==> src/shared/aps_pkg.sv <==
// Purpose: constants for the async/page pseudo-static memory controller
// Assumes: 10 MHz clk, 100 ns period
// Notes:   the controller drives the memory pins; the memory holds config_word
package aps_pkg;
    localparam int CLK_NS           = 100;
    localparam int INIT_US          = 150;
    localparam int SLEEP_US         = 10;
    localparam int INIT_CYC         = (INIT_US * 1000 + CLK_NS - 1) / CLK_NS;
    localparam int SLEEP_CYC        = (SLEEP_US * 1000) / CLK_NS + 1;
    localparam int ACCESS_NS        = 70;
    localparam int ACCESS_CYC       = (ACCESS_NS + CLK_NS - 1) / CLK_NS + 1;
    localparam int SELLOW_NS        = 4000;
    localparam int SELLOW_CYC       = SELLOW_NS / CLK_NS;
    localparam logic [20:0] SW_ADDR = 21'h01ffff;
    localparam logic [20:0] CFG_RST = 21'h000070;
    localparam logic [20:0] CFG_RSVD = 21'h1fff08;
    // software register offsets
    localparam logic [3:0] R_CTRL   = 4'h0;
    localparam logic [3:0] R_ADDR   = 4'h1;
    localparam logic [3:0] R_WDATA  = 4'h2;
    localparam logic [3:0] R_RDATA  = 4'h3;
    localparam logic [3:0] R_STAT   = 4'h4;
    // commands written to R_CTRL bits 2..0
    localparam logic [2:0] C_READ   = 3'h1;
    localparam logic [2:0] C_WRITE  = 3'h2;
    localparam logic [2:0] C_CFGWR  = 3'h3;
    localparam logic [2:0] C_CFGRD  = 3'h4;
    localparam logic [2:0] C_PINCFG = 3'h5;
    localparam logic [2:0] C_SLEEP  = 3'h6;
    localparam logic [2:0] C_WAKE   = 3'h7;
    localparam int CTRL_BE_LSB      = 3;
endpackage

==> src/core/aps_timer.sv <==
// Purpose: down counter for pin timing
// Assumes: load wins over counting
// Notes:   done is high while the count is zero
`timescale 1ns/10ps
module aps_timer #(
    parameter int W = 12
) (
    input  wire logic         clk,
    input  wire logic         rst,
    input  wire logic         load,
    input  wire logic [W-1:0] value,
    output logic              done
);
    logic [W-1:0] cnt_ff;

    always_ff @(posedge clk or posedge rst) begin
        if (rst) begin
            cnt_ff <= '0;
        end else if (load) begin
            cnt_ff <= value;
        end else if (cnt_ff != '0) begin
            cnt_ff <= cnt_ff - W'(1);
        end
    end

    assign done = (cnt_ff == '0);
endmodule

==> src/core/aps_ctrl.sv <==
// Purpose: host controller driving the pseudo-static memory pins
// Assumes: plain register port, read data one cycle after read strobe
// Notes:   one command at a time; busy reads back in the status register
`timescale 1ns/10ps
module aps_ctrl #(
    parameter int INIT_CYCLES = aps_pkg::INIT_CYC,
    parameter int TW          = 12
) (
    input  wire logic        clk,
    input  wire logic        rst,
    input  wire logic [3:0]  reg_addr,
    input  wire logic [31:0] reg_wdata,
    input  wire logic        reg_wr,
    input  wire logic        reg_rd,
    output logic [31:0]      reg_rdata,
    output logic [20:0]      mem_addr,
    output logic [15:0]      mem_dq_out,
    output logic             mem_dq_oe,
    input  wire logic [15:0] mem_dq_in,
    output logic             mem_cs_n,
    output logic             mem_we_n,
    output logic             mem_oe_n,
    output logic             low_byte_select_n,
    output logic             high_byte_select_n,
    output logic             sleep_pin_n
);
    // ----------------------------------------
    // state
    // ----------------------------------------
    typedef enum logic [6:0] {
        S_INIT  = 7'h01,
        S_IDLE  = 7'h02,
        S_SETUP = 7'h04,
        S_STROB = 7'h08,
        S_GAP   = 7'h10,
        S_SLEEP = 7'h20,
        S_ZZLD  = 7'h40
    } aps_state_t;

    aps_state_t  st_ff;
    logic [2:0]  cmd_ff;
    logic [1:0]  step_ff;
    logic        step_wr;
    logic [20:0] addr_ff;
    logic [15:0] wdata_ff;
    logic [15:0] rdata_ff;
    logic [1:0]  be_ff;
    logic        done_ff;
    logic        sleep_ff;
    logic        tload;
    logic [TW-1:0] tval;
    logic        tdone;
    logic        go;
    logic        init_ld_ff;

    aps_timer #(.W(TW)) u_tmr (
        .clk   (clk),
        .rst   (rst),
        .load  (tload),
        .value (tval),
        .done  (tdone)
    );

    // software sequence: read,read,write,write; config read makes step 3 a read
    function automatic logic is_write(input logic [2:0] c, input logic [1:0] s);
        case (c)
            aps_pkg::C_WRITE:  is_write = 1'b1;
            aps_pkg::C_PINCFG: is_write = 1'b1;
            aps_pkg::C_CFGWR:  is_write = s[1];
            aps_pkg::C_CFGRD:  is_write = (s == 2'd2);
            default:           is_write = 1'b0;
        endcase
    endfunction

    function automatic logic multi(input logic [2:0] c);
        multi = (c == aps_pkg::C_CFGWR) || (c == aps_pkg::C_CFGRD);
    endfunction

    assign step_wr = is_write(cmd_ff, step_ff);
    assign go      = reg_wr && (reg_addr == aps_pkg::R_CTRL)
                     && (st_ff == S_IDLE || st_ff == S_SLEEP);

    // ----------------------------------------
    // sequencer
    // ----------------------------------------
    always_ff @(posedge clk or posedge rst) begin
        if (rst) begin
            st_ff   <= S_INIT;
            step_ff <= 2'd0;
            cmd_ff  <= 3'd0;
        end else begin
            case (st_ff)
                S_INIT: begin
                    if (tdone && !init_ld_ff) begin
                        st_ff <= S_IDLE;
                    end
                end
                S_IDLE: begin
                    if (go) begin
                        cmd_ff  <= reg_wdata[2:0];
                        step_ff <= 2'd0;
                        case (reg_wdata[2:0])
                            aps_pkg::C_READ, aps_pkg::C_WRITE, aps_pkg::C_CFGWR,
                            aps_pkg::C_CFGRD: st_ff <= S_SETUP;
                            aps_pkg::C_PINCFG, aps_pkg::C_SLEEP: st_ff <= S_ZZLD;
                            aps_pkg::C_WAKE: st_ff <= sleep_ff ? S_INIT : S_IDLE;
                            default: st_ff <= S_IDLE;
                        endcase
                    end
                end
                S_ZZLD: begin
                    if (tdone) begin
                        st_ff <= (cmd_ff == aps_pkg::C_SLEEP) ? S_SLEEP : S_SETUP;
                    end
                end
                S_SETUP: st_ff <= S_STROB;
                S_STROB: begin
                    if (tdone) begin
                        st_ff <= S_GAP;
                    end
                end
                S_GAP: begin
                    if (multi(cmd_ff) && step_ff != 2'd3) begin
                        step_ff <= step_ff + 2'd1;
                        st_ff   <= S_SETUP;
                    end else begin
                        st_ff <= S_IDLE;
                    end
                end
                S_SLEEP: begin
                    if (go && reg_wdata[2:0] == aps_pkg::C_WAKE) begin
                        st_ff <= S_INIT;
                    end
                end
                default: st_ff <= S_IDLE;
            endcase
        end
    end

    // first cycle after reset starts the power-up wait
    always_ff @(posedge clk or posedge rst) begin
        if (rst) begin
            init_ld_ff <= 1'b1;
        end else begin
            init_ld_ff <= 1'b0;
        end
    end

    // timer loads: power-up wait, sleep hold, pin-load hold, strobe width
    always_comb begin
        tload = 1'b0;
        tval  = '0;
        if (init_ld_ff) begin
            tload = 1'b1;
            tval  = TW'(INIT_CYCLES);
        end else if (st_ff == S_IDLE && go && reg_wdata[2:0] == aps_pkg::C_SLEEP) begin
            tload = 1'b1;
            tval  = TW'(aps_pkg::SLEEP_CYC);
        end else if (st_ff == S_IDLE && go && reg_wdata[2:0] == aps_pkg::C_PINCFG) begin
            tload = 1'b1;
            tval  = TW'(1);
        end else if ((st_ff == S_IDLE || st_ff == S_SLEEP) && go
                     && reg_wdata[2:0] == aps_pkg::C_WAKE && sleep_ff) begin
            tload = 1'b1;
            tval  = TW'(INIT_CYCLES);
        end else if (st_ff == S_SETUP) begin
            tload = 1'b1;
            tval  = TW'(aps_pkg::ACCESS_CYC);
        end
    end

    // sleep_ff marks the pin held low for a power-down, not a config load
    always_ff @(posedge clk or posedge rst) begin
        if (rst) begin
            sleep_ff <= 1'b0;
        end else if (st_ff == S_ZZLD && cmd_ff == aps_pkg::C_SLEEP && tdone) begin
            sleep_ff <= 1'b1;
        end else if (st_ff == S_INIT) begin
            sleep_ff <= 1'b0;
        end
    end

    // ----------------------------------------
    // operands
    // ----------------------------------------
    always_ff @(posedge clk or posedge rst) begin
        if (rst) begin
            addr_ff  <= '0;
            wdata_ff <= '0;
            be_ff    <= 2'b11;
        end else if (reg_wr && st_ff == S_IDLE) begin
            if (reg_addr == aps_pkg::R_ADDR) begin
                addr_ff <= reg_wdata[20:0];
            end
            if (reg_addr == aps_pkg::R_WDATA) begin
                wdata_ff <= reg_wdata[15:0];
            end
            if (reg_addr == aps_pkg::R_CTRL) begin
                be_ff <= reg_wdata[aps_pkg::CTRL_BE_LSB +: 2];
            end
        end
    end

    // capture read data on the last strobe cycle of a command's last step only (single read, or step 3 of a config read)
    always_ff @(posedge clk or posedge rst) begin
        if (rst) begin
            rdata_ff <= '0;
            done_ff  <= 1'b0;
        end else begin
            if (st_ff == S_STROB && tdone && !step_wr
                && (!multi(cmd_ff) || step_ff == 2'd3)) begin
                rdata_ff <= mem_dq_in;
            end
            if (go) begin
                done_ff <= 1'b0;
            end else if (st_ff == S_GAP && (!multi(cmd_ff) || step_ff == 2'd3)) begin
                done_ff <= 1'b1;
            end
        end
    end

    // ----------------------------------------
    // pins
    // ----------------------------------------
    logic        cfg_cmd;
    logic        pin_cfg;
    logic [20:0] nxt_addr;
    assign cfg_cmd = multi(cmd_ff);
    assign pin_cfg = (cmd_ff == aps_pkg::C_PINCFG);

    always_comb begin
        if (cfg_cmd) begin
            nxt_addr = aps_pkg::SW_ADDR;
        end else if (pin_cfg) begin
            nxt_addr = addr_ff & ~aps_pkg::CFG_RSVD;
        end else begin
            nxt_addr = addr_ff;
        end
    end

    always_ff @(posedge clk or posedge rst) begin
        if (rst) begin
            mem_cs_n           <= 1'b1;
            mem_we_n           <= 1'b1;
            mem_oe_n           <= 1'b1;
            low_byte_select_n  <= 1'b1;
            high_byte_select_n <= 1'b1;
            sleep_pin_n        <= 1'b1;
            mem_addr           <= '0;
            mem_dq_out         <= '0;
            mem_dq_oe          <= 1'b0;
        end else begin
            // pin stays low through a pin load or a power-down
            sleep_pin_n <= !(st_ff == S_ZZLD || st_ff == S_SLEEP
                             || (st_ff == S_SETUP && pin_cfg)
                             || (st_ff == S_STROB && pin_cfg));
            mem_addr    <= nxt_addr;
            if (st_ff == S_STROB && !tdone) begin
                mem_cs_n <= 1'b0;
                mem_we_n <= !step_wr;
                mem_oe_n <= step_wr;
                low_byte_select_n  <= cfg_cmd ? 1'b0 : !be_ff[0];
                high_byte_select_n <= cfg_cmd ? 1'b0 : !be_ff[1];
                mem_dq_oe  <= step_wr;
                // config write data: bits 15..0, reserved forced to zero
                mem_dq_out <= cfg_cmd ? (wdata_ff & ~aps_pkg::CFG_RSVD[15:0]) : wdata_ff;
            end else begin
                // all strobes rise together; data held one more cycle
                mem_cs_n <= 1'b1;
                mem_we_n <= 1'b1;
                mem_oe_n <= 1'b1;
                low_byte_select_n  <= 1'b1;
                high_byte_select_n <= 1'b1;
                mem_dq_oe <= (st_ff == S_STROB) && step_wr;
            end
        end
    end

    // ----------------------------------------
    // register read port
    // ----------------------------------------
    always_ff @(posedge clk or posedge rst) begin
        if (rst) begin
            reg_rdata <= '0;
        end else if (reg_rd) begin
            case (reg_addr)
                aps_pkg::R_CTRL:  reg_rdata <= {27'h0, be_ff, cmd_ff};
                aps_pkg::R_ADDR:  reg_rdata <= {11'h0, addr_ff};
                aps_pkg::R_WDATA: reg_rdata <= {16'h0, wdata_ff};
                aps_pkg::R_RDATA: reg_rdata <= {16'h0, rdata_ff};
                aps_pkg::R_STAT:  reg_rdata <= {28'h0, sleep_ff, done_ff,
                                                st_ff == S_INIT, st_ff != S_IDLE};
                default:          reg_rdata <= 32'h0;
            endcase
        end else begin
            reg_rdata <= 32'h0;
        end
    end

    // ----------------------------------------
    // checks
    // ----------------------------------------
    a_init_cs_high: assert property (@(posedge clk) disable iff (rst)
        st_ff == S_INIT |=> mem_cs_n)
        else $error("chip select low during init");
    a_cs_low_bound: assert property (@(posedge clk) disable iff (rst)
        $fell(mem_cs_n) |-> ##[1:8] mem_cs_n)
        else $error("chip select low too long");
    a_we_oe_excl: assert property (@(posedge clk) disable iff (rst)
        !mem_we_n |-> mem_oe_n && mem_dq_oe)
        else $error("output enable with write");
    a_dq_hold_rise: assert property (@(posedge clk) disable iff (rst)
        $rose(mem_we_n) |-> mem_dq_oe && $stable(mem_dq_out))
        else $error("write data not held at strobe rise");
    a_sw_top_addr: assert property (@(posedge clk) disable iff (rst)
        (!mem_cs_n && cfg_cmd) |-> mem_addr == aps_pkg::SW_ADDR)
        else $error("software step off top address");
    a_rsvd_zero: assert property (@(posedge clk) disable iff (rst)
        (!mem_we_n && !sleep_pin_n) |-> (mem_addr & aps_pkg::CFG_RSVD) == 21'h0)
        else $error("reserved config bit set");
    a_read_oe: assert property (@(posedge clk) disable iff (rst)
        (!mem_oe_n) |-> !mem_cs_n && mem_we_n && !mem_dq_oe)
        else $error("bad read strobes");
    a_sleep_wait: assert property (@(posedge clk) disable iff (rst)
        $rose(sleep_ff) |-> $past(st_ff) == S_ZZLD
                            && $past(sleep_pin_n, aps_pkg::SLEEP_CYC - 1) == 1'b0)
        else $error("sleep flagged without hold");
    c_read: cover property (@(posedge clk) disable iff (rst) $fell(mem_oe_n));
    c_write: cover property (@(posedge clk) disable iff (rst) $fell(mem_we_n));
    c_cfg_sw: cover property (@(posedge clk) disable iff (rst)
        cfg_cmd && st_ff == S_GAP && step_ff == 2'd3);
    c_sleep: cover property (@(posedge clk) disable iff (rst) $rose(sleep_ff));
endmodule

==> config.mk <==
export PLATFORM = sky130hd
export DESIGN_NAME = aps_ctrl
export DESIGN_NICKNAME = d
export VERILOG_FILES = /design/src/shared/aps_pkg.sv /design/src/core/aps_timer.sv /design/src/core/aps_ctrl.sv
export SDC_FILE = /design/constraint.sdc
export NUM_CORES = 1
export LEC_CHECK = 0
export BUFFER_PORTS_ARGS = -buffer_cell sky130_fd_sc_hd__buf_2
export CAP_MARGIN = 10
export CORE_AREA = 2 2 117 119
export DETAILED_ROUTE_END_ITERATION = 8
export DIE_AREA = 0 0 119 121
export GPL_TIMING_DRIVEN = 0
export PLACE_DENSITY = 0.73
export SLEW_MARGIN = 30
export SYNTH_ARGS = -nofsm -noshare
export SYNTH_HDL_FRONTEND = slang
export SYNTH_SLANG_ARGS = --single-unit
==> constraint.sdc <==
create_clock -name clk -period 10.3 [get_ports clk]
set_input_delay 2.06 -clock clk [delete_from_list [all_inputs] [get_ports clk]]
set_output_delay 2.06 -clock clk [all_outputs]
set_load 0.02 [all_outputs]
==> impl_metrics.json, run 1 <==
{
  "drt_wl_total_um": 15820,
  "multiInputGateArea_mm2": 0.002595,
  "critical_path_class": "input port to flip-flop",
  "dr_total_vias": 4790,
  "drtPass1Iterations": 5,
  "async_flop_share": 1.000,
  "synth_edf_count": 0,
  "crit_path_top_delay_cell": "o21ai_0",
  "period_needed_ns": 4.137,
  "fin_skew_ns": 0.006756,
  "synth-seq-cells": 147,
  "area_growth_pct": 22.00,
  "num-fill-cells": 1065,
  "layout_common_cells": "dfrtp_1 (137), buf_2 (106), nand2_1 (81), mux2_2 (56), nor2_1 (37)",
  "ys_seq_area_frac": 0.5692,
  "slew_headroom": 0.5187,
  "dieHeight_um": 121,
  "initial_core_util": 0.4956,
  "grt_setup_unrepaired": "false",
  "slew_violations": 0,
  "antenna-diode-count": 0,
  "hpwl_um": 11180,
  "outcome": "finished, final reports clean",
  "ant_nets": 0,
  "crit_arrival_ns": 4.45,
  "critPathMaxFanout": 10,
  "setup_viol": 0,
  "grt_pass1_vias": 4800,
  "tns_ns": 0,
  "power_density_mw_per_mm2": 258.5,
  "critPathMaxStageDelay_ns": 0.71,
  "cts.sinks": 147,
  "required_ns": 10.61,
  "drt_iter0_markers": 302,
  "cts_setup_buffers": 0,
  "fmax_mhz": 241.7,
  "dp_cells": 854,
  "netlist_area_mm2": 0.006485,
  "grt_pass1_wl_um": 25190,
  "ys_warn_count": 0,
  "final_util": 0.6046,
  "total_power_mw": 2.045,
  "drive_above_1_share": 0.3366,
  "peakVddDrop_mv": 0.1322,
  "grt_antenna_before_repair": 0,
  "place_area_mm2": 0.007302,
  "critPathBufInv": 1,
  "path_cells": "clkbuf_1, nor4_1, nand4_1, o21ai_0, nor4_1, o32a_1",
  "clkLatencyLatePin_ns": 0.43,
  "dieArea_mm2": 0.01440,
  "hold_viol": 0,
  "ios": 132,
  "std_cell_rows": 42,
  "cts_hold_buf": 0,
  "routedWlPerCell_um": 17.85,
  "grt_overflow": 0,
  "clkTransAtPathRegs_ns": 0.06,
  "final_nets": 757,
  "regArea_mm2": 0.003691,
  "clockBufferDepth": 2,
  "fin_area_mm2": 0.007911,
  "end_kind": "flip-flop",
  "routed_via_density": 5.406,
  "root_buffer": "clkbuf_16",
  "track_usage": 0.2311,
  "synth_cell_type_count": 60,
  "cts_resized": 0,
  "synthFlopType": "dfrtp_1",
  "core_area_mm2": 0.01309,
  "cts_buffers": 17,
  "instances_no_fill": 886,
  "hold_path_class": "flip-flop to flip-flop",
  "drcViolationCount": 0,
  "fin_crit_sh": 0.4017,
  "place.gp.congestion": 0.8862,
  "die_x_um": 119,
  "synthCells": 562,
  "power.static_leakage_nw": 4.004,
  "cts_max_level": 4,
  "crit_top_cell": "nor4_1",
  "numPortBuffers": 104,
  "final_common_cell": "dfrtp_1",
  "avgSynthCellArea_um2": 11.54,
  "cts_tree": "yes",
  "start_kind": "input port",
  "drv_cap": 0,
  "grt_max_degree": 80,
  "path_delay_family": "simple AND/OR/NAND/NOR gates",
  "max_slew.worst_pin.slew_ns": 0.7219
}
## state kept, by name (all words and copies together) (netlist names), 2 cells and up
register      count
wdata_ff         16
step_ff           2
st_ff             7
reg_rdata        21
be_ff             2
mem_dq_out       16
u_tmr.cnt_ff     12
addr_ff          21
mem_addr         21
rdata_ff         16
cmd_ff            3
## through the flow
| step | setup slack [ns] | hold WS [ns] |
|---|---|---|
| finish | 6.163 | 0.4702 |
| global route | 6.016 | 0.4971 |
| CTS | 6.179 | 0.4701 |
| detailed placement | 5.734 | 0.4546 |
| global placement | 2.940 | 0.4506 |
| floorplan | 4.305 | 0.4430 |
## cells by family after synthesis
logic type,Yosys count,synth area share
xor+xnor,14,0.01891
buf+inv,46,0.03704
fa+ha+maj,4,0.007718
simple gates,210,0.1598
flops,147,0.5692
compound gates,66,0.06830
mux,74,0.1385
other cells,1,0.0005783
## where the power goes
part / internal [mW] / switching, mW / total, mW
Combinational: 0.232 / 0.317 / 0.549
Clock: 0.393 / 0.243 / 0.636
Sequential: 0.745 / 0.115 / 0.860
## path summary, 6_finish.rpt
| kind | endpoint | depth (start not counted) | slack (ns) | from |
|---|---|---|---|---|
| worst max-delay path | u_tmr.cnt_ff[5] | 6 | 6.16 | reg_addr[1] |
| worst min-delay path | mem_dq_out[15] | 2 | 0.47 | mem_dq_out[15] |
| worst max register to register | mem_dq_out[11] | 7 | 7.48 | st_ff[6] |
| worst min register to register | mem_dq_out[15] | 2 | 0.47 | mem_dq_out[15] |
| max in group asynchronous | mem_we_n | 3 | 7.84 | rst |
| min in group asynchronous | mem_addr[7] | 2 | 1.70 | rst |
## cell type report
class / count / area share
Inverter: 8 / 0.004745
Timing Repair Buffer: 105 / 0.06927
Buffer: 38 / 0.02657
Clock buffer: 19 / 0.05725
Sequential cell: 147 / 0.4666
Multi-Input combinational cell: 380 / 0.3280
Clock inverter: 13 / 0.01977
Tap cell: 176 / 0.02783
## worst reg2reg max path: cells and delay by family, from the launching register on
family	cells	cell delay [ns]
AND/OR/NAND/NOR	4	1.00
buffers and inverters	2	0.78
AO/OA/AOI/OAI	1	0.49
flip-flops	1	0.46
## cells in the mapped netlist (5+ instances only)
master    number  area (um^2)
nand2_1       81        304.0
dfrtp_1      137         3428
clkbuf_1      19        71.32
and3_1        10        62.56
nor3_1        10        50.05
a21oi_1        7        35.03
mux2_4        10        150.1
inv_1          7        26.28
mux2_2        56        630.6
a31oi_1        5        31.28
nor4_1         6        37.54
dfstp_2       10        262.8
nand3_1       16        80.08
nand2b_1      12        75.07
nor2_1        37        138.9
xor2_1         7        61.31
a22oi_1       11        82.58
o21ai_0       22        110.1
mux2i_1        5        50.05
or3_1          5        31.28
buf_4         11        82.58
and2_1         8        50.05
xnor2_1        7        61.31
## layer usage
layer  wire length, um  track usage  up-vias
met5                 0            0        -
met4               346      0.09375        0
met3               975      0.06250       32
met2              7787       0.3804      164
met1              6705       0.2912     2388
li1                  -            -     2206
Power figures use the tool's default switching activity.
==> run 2, diff against run 1 <==
--- a/config.mk
+++ b/config.mk
@@ -11,7 +11,7 @@
 export DETAILED_ROUTE_END_ITERATION = 8
 export DIE_AREA = 0 0 119 121
 export GPL_TIMING_DRIVEN = 0
-export PLACE_DENSITY = 0.73
+export PLACE_DENSITY = 0.76
 export SLEW_MARGIN = 30
 export SYNTH_ARGS = -nofsm -noshare
 export SYNTH_HDL_FRONTEND = slang
==> constraint.sdc (replaced) <==
create_clock -name clk -period 3.65 [get_ports clk]
set_input_delay 0.73 -clock clk [delete_from_list [all_inputs] [get_ports clk]]
set_output_delay 0.73 -clock clk [all_outputs]
set_load 0.02 [all_outputs]
==> impl_metrics.json, run 2 (synthesis results as in run 1) <==
{
  "outcome": "finished, final reports clean",
  "end_kind": "flip-flop",
  "grt_pass1_vias": 4896,
  "required_ns": 3.96,
  "peakVddDrop_mv": 0.4132,
  "hold_path_class": "input port to async pin",
  "layout_common_cells": "dfrtp_1 (137), buf_2 (106), nand2_1 (81), mux2_2 (56), nor2_1 (37)",
  "final_nets": 760,
  "cts_tree": "yes",
  "total_power_mw": 5.701,
  "path_cells": "clkbuf_1, nor3_1, and2_1, buf_2, nand3_1, clkbuf_1, mux2_2",
  "ant_nets": 0,
  "drtPass1Iterations": 7,
  "grt_setup_unrepaired": "false",
  "final_common_cell": "dfrtp_1",
  "cts_max_level": 4,
  "clkLatencyLatePin_ns": 0.43,
  "crit_arrival_ns": 3.15,
  "cts_hold_buf": 0,
  "power.static_leakage_nw": 4.008,
  "multiInputGateArea_mm2": 0.002595,
  "swShare": 0.3384,
  "start_kind": "flip-flop",
  "fin_skew_ns": 0.01054,
  "core_area_mm2": 0.01309,
  "cts.sinks": 147,
  "critPathMaxStageDelay_ns": 0.51,
  "die_x_um": 119,
  "wl_met2_um": 7820,
  "fin_crit_sh": 0.7779,
  "drv_cap": 0,
  "regArea_mm2": 0.003691,
  "grt_antenna_before_repair": 1,
  "crit_path_top_delay_cell": "nor3_1",
  "hpwl_um": 11550,
  "pwr-share-clk": 0.299,
  "grt_pass1_wl_um": 25750,
  "wl_met1_um": 6831,
  "hold-worst-slack_ns": 0.3846,
  "grt_max_degree": 32,
  "path_delay_family": "simple AND/OR/NAND/NOR gates",
  "top_regs": "addr_ff: 21 flops, mem_addr: 21 flops, reg_rdata: 21 flops",
  "clkTransAtPathRegs_ns": 0.06,
  "drt_iter0_markers": 369,
  "place_area_mm2": 0.007351,
  "routed_via_density": 5.447,
  "setup_ws_ns": 0.8106,
  "track_usage": 0.2358,
  "cts_setup_buffers": 0,
  "ios": 132,
  "dr_total_vias": 4842,
  "num-fill-cells": 1053,
  "grt_overflow": 0,
  "switchingPower_mw": 1.929,
  "dp_slack_ns": 0.4045,
  "setup_viol": 0,
  "fin_area_mm2": 0.007933,
  "p_int_mw": 3.771,
  "place.gp.congestion": 0.8690,
  "seqPwrFrac": 0.426,
  "drcViolationCount": 0,
  "slew_headroom": 0.4867,
  "wl_met3_um": 1096,
  "cts_buffers": 17,
  "clockBufferDepth": 2,
  "drt_wl_total_um": 16120,
  "routedWlPerCell_um": 18.14,
  "slew_violations": 0,
  "fmax_mhz": 352.2,
  "tns_ns": 0,
  "dieArea_mm2": 0.01440,
  "highest_layer": "met5",
  "std_cell_rows": 42,
  "area_growth_pct": 22.32,
  "p_comb_frac": 0.275,
  "critPathBufInv": 3,
  "power_density_mw_per_mm2": 718.6,
  "period_needed_ns": 2.839,
  "antenna-diode-count": 0,
  "numPortBuffers": 104,
  "initial_core_util": 0.4956,
  "hold_viol": 0,
  "drive_above_1_share": 0.3394,
  "cts_resized": 0,
  "max_slew.worst_pin.slew_ns": 0.7700,
  "dieHeight_um": 121,
  "crit_top_cell": "clkbuf_1",
  "critPathMaxFanout": 10,
  "critical_path_class": "flip-flop to flip-flop",
  "root_buffer": "clkbuf_16"
}
[run 2: cell count changes in the layout (fill, tap and decap cells not counted), sizes merged]
| cell | delta |
|---|---|
| buf | +3 |
| clkbuf | -2 |
| clkinv | +2 |
| bufinv | -1 |
| clkinvlp | +1 |
[run 2: final timing paths]
| check | slack (ns) | startpoint | cells past startpoint | endpoint |
|---|---|---|---|---|
| hold reg to reg | 0.47 | mem_dq_out[10] | 2 | mem_dq_out[10] |
| setup reg to reg | 0.81 | st_ff[4] | 7 | wdata_ff[4] |
| min in group clk | 0.47 | mem_dq_out[10] | 2 | mem_dq_out[10] |
| hold / removal | 0.38 | rst | 2 | reg_rdata[6] |
| setup / recovery | 0.81 | st_ff[4] | 7 | wdata_ff[4] |
| max in group asynchronous | 2.40 | rst | 4 | mem_cs_n |
[run 2: layout make-up]
class,count,area share
tap,176,0.02776
sequential,147,0.4653
clock buffer,17,0.05363
clock inverter,15,0.01972
multi-input combinational,380,0.3271
timing repair buffer,108,0.07571
buffer,38,0.02650
inverter,8,0.004259
[run 2: per-stage QoR]
step                  util  instances
detailed placement  0.5618        857
global placement    0.5557        853
finish              0.6062        889
CTS                 0.6062        889
floorplan                -        573
global route        0.6062        889
[run 2: routing by layer]
metal | vias up | GRT usage
li1 | 2220 | -
met1 | 2403 | 0.3039
met2 | 181 | 0.3761
met3 | 36 | 0.06767
met4 | 2 | 0.09896
met5 | - | 0
[run 2: worst reg2reg max path: stages, from the launching register on]
cell,delay [ns]
dfrtp_1,0.36
clkbuf_1,0.16
nor3_1,0.51
and2_1,0.21
buf_2,0.24
nand3_1,0.41
clkbuf_1,0.45
mux2_2,0.38
[run 2: power by group through the flow]
stage / Clock [mW] / Combinational, mW / Sequential, mW
final: 1.70 / 1.57 / 2.43
after CTS: 1.72 / 1.58 / 2.42
after floorplan: 0 / 0.909 / 2.55
after global routing: 1.79 / 1.71 / 2.49
after global placement: 0 / 1.51 / 2.41
after detailed placement: 0 / 1.56 / 2.44
==> run 3, diff against run 2 <==
--- a/config.mk
+++ b/config.mk
@@ -5,13 +5,14 @@
 export SDC_FILE = /design/constraint.sdc
 export NUM_CORES = 1
 export LEC_CHECK = 0
+export ABC_AREA = 1
 export BUFFER_PORTS_ARGS = -buffer_cell sky130_fd_sc_hd__buf_2
 export CAP_MARGIN = 10
-export CORE_AREA = 2 2 117 119
+export CORE_AREA = 2 2 119 121
 export DETAILED_ROUTE_END_ITERATION = 8
-export DIE_AREA = 0 0 119 121
+export DIE_AREA = 0 0 121 123
 export GPL_TIMING_DRIVEN = 0
-export PLACE_DENSITY = 0.76
+export PLACE_DENSITY = 0.75
 export SLEW_MARGIN = 30
 export SYNTH_ARGS = -nofsm -noshare
 export SYNTH_HDL_FRONTEND = slang
==> constraint.sdc (replaced) <==
create_clock -name clk -period 2.3 [get_ports clk]
set_input_delay 0.46 -clock clk [delete_from_list [all_inputs] [get_ports clk]]
set_output_delay 0.46 -clock clk [all_outputs]
set_load 0.02 [all_outputs]
==> impl_metrics.json, run 3 <==
{
  "wl_met2_um": 8053,
  "place_area_mm2": 0.007634,
  "dr_total_vias": 5512,
  "routed_via_density": 4.988,
  "required_ns": 2.57,
  "drive_above_1_share": 0.2622,
  "initial_core_util": 0.4904,
  "synth_top_cell_by_area": "dfrtp_1",
  "start_kind": "flip-flop",
  "clkLatencyLatePin_ns": 0.43,
  "routedWlPerCell_um": 15.42,
  "slew_headroom": 0.5811,
  "cts_hold_buf": 0,
  "clkTransAtPathRegs_ns": 0.06,
  "track_usage": 0.2441,
  "crit_arrival_ns": 2.14,
  "drtPass1Iterations": 6,
  "cts_tree": "yes",
  "setup_ws_ns": 0.4225,
  "numPortBuffers": 109,
  "core_area_mm2": 0.01361,
  "synthCells": 765,
  "drt_wl_total_um": 17040,
  "avgSynthCellArea_um2": 8.726,
  "drcViolationCount": 0,
  "ys_warn_count": 0,
  "outcome": "finished, final reports clean",
  "setup_viol": 0,
  "hpwl_um": 12500,
  "peakVddDrop_mv": 0.5099,
  "ys_seq_area_frac": 0.5530,
  "cts_buffers": 17,
  "die_x_um": 121,
  "synthFlopType": "dfrtp_1",
  "grt_pass1_wl_um": 27430,
  "wl_met3_um": 1127,
  "dieHeight_um": 123,
  "grt_pass1_vias": 5376,
  "wl_met1_um": 7403,
  "reg2regPathDepth": 7,
  "netlist_area_mm2": 0.006675,
  "grt_antenna_before_repair": 3,
  "dieArea_mm2": 0.01488,
  "end_kind": "flip-flop",
  "final_nets": 970,
  "clockBufferDepth": 2,
  "period_needed_ns": 1.877,
  "highest_layer": "met5",
  "ios": 132,
  "fin_crit_sh": 0.8163,
  "critPathMaxFanout": 10,
  "power.static_leakage_nw": 4.398,
  "max_slew.worst_pin.slew_ns": 0.6283,
  "cts_setup_buffers": 0,
  "synth_top_cells_by_area": "dfrtp_1 (51%), nand2_1 (10%), inv_1 (6.4%)",
  "drv_cap": 0,
  "place.gp.congestion": 0.9295,
  "cts.sinks": 147,
  "fin_area_mm2": 0.008312,
  "synth_edf_count": 0,
  "yosysMostFrequentCell": "nand2_1",
  "fmax_mhz": 532.6,
  "grt_overflow": 0,
  "layout_common_cells": "nand2_1 (183), dfrtp_1 (137), buf_2 (117), inv_1 (112), o21ai_0 (79)",
  "synth_cell_type_count": 37,
  "root_buffer": "clkbuf_16",
  "final_util": 0.6106,
  "ant_nets": 0,
  "hold-worst-slack_ns": 0.1129,
  "std_cell_rows": 43,
  "top_regs": "addr_ff: 21 flops, mem_addr: 21 flops, reg_rdata: 21 flops",
  "async_flop_share": 1.000,
  "fin_skew_ns": 0.006116,
  "hold_viol": 0,
  "slew_violations": 0,
  "cts_max_level": 4,
  "cts_resized": 0,
  "dp_slack_ns": 0.2980,
  "power_density_mw_per_mm2": 1154,
  "final_common_cell": "nand2_1",
  "netlist_top_cells_count": "nand2_1 (183), dfrtp_1 (137), inv_1 (113)",
  "drt_iter0_markers": 404,
  "hold_path_class": "input port to async pin",
  "synth-seq-cells": 147,
  "grt_setup_unrepaired": "false",
  "area_growth_pct": 24.52,
  "total_power_mw": 9.588,
  "critical_path_class": "flip-flop to flip-flop",
  "grt_max_degree": 32,
  "synth_top_area_frac": 0.5136
}
run 3: cell types whose count changed after synthesis, moves of 12 or more:
cell / before / now
inv_1: 7 / 113
mux2_2: 56 / 0
nand2_1: 81 / 183
nand2b_1: 12 / 0
nand3_1: 16 / 35
o21ai_0: 22 / 79
o21ai_2: 0 / 14
run 3: layer usage:
metal  vias to the layer above  global-route usage
met5                         -                   0
met1                      2576              0.3166
met4                         2             0.09884
li1                       2685                   -
met2                       205              0.3880
met3                        44             0.06965
run 3: final timing paths:
path / start / end / slack, ns
worst min register to register: rdata_ff[12] / rdata_ff[12] / 0.48
max in group asynchronous: rst / reg_rdata[6] / 1.60
worst max register to register: st_ff[3] / addr_ff[9] / 0.42
worst min-delay path: rst / mem_we_n / 0.11
worst max-delay path: st_ff[3] / addr_ff[9] / 0.42
min in group clk: mem_dq_in[2] / rdata_ff[2] / 0.27
run 3: worst max-delay path, stage by stage (launching register included):
cell      delay (ns)
dfrtp_1         0.42
nor2_2          0.19
nand2_2         0.12
nor2_8          0.19
nand3_2         0.18
clkbuf_1        0.34
nand2_1         0.14
o21ai_0         0.14
run 3: layout make-up:
type	count	area [um^2]
Clock buffer	19	452.9
Clock inverter	13	220.2
Sequential cell	147	3691
Tap cell	180	225.2
Antenna cell	2	5.005
Multi-Input combinational cell	472	2351
Timing Repair Buffer	115	688.2
Buffer	33	209.0
Inverter	124	469.2
Fill cell	1194	5300
run 3: power breakdown:
group	switching (mW)	internal (mW)	total, mW	leakage, nW
Combinational	1.84	0.895	2.74	2.28
Sequential	0.407	3.31	3.72	1.80
Clock	1.13	2.01	3.13	0.323
run 3: through the flow:
step                      setup TNS, ns  cells
final                                 0   1105
after global routing                  0   1104
after CTS                             0   1103
after detailed placement              0   1071
after global placement          -121.92   1065
after floorplan                       0    776
run 3: cells by family after synthesis:
kind of cell	count (synthesis)	synth area share
flops	147	0.5530
other cells	1	0.0005618
simple gates	320	0.2193
xor+xnor	4	0.005249
buf+inv	157	0.1010
compound gates	132	0.1134
fa+ha+maj	4	0.007498
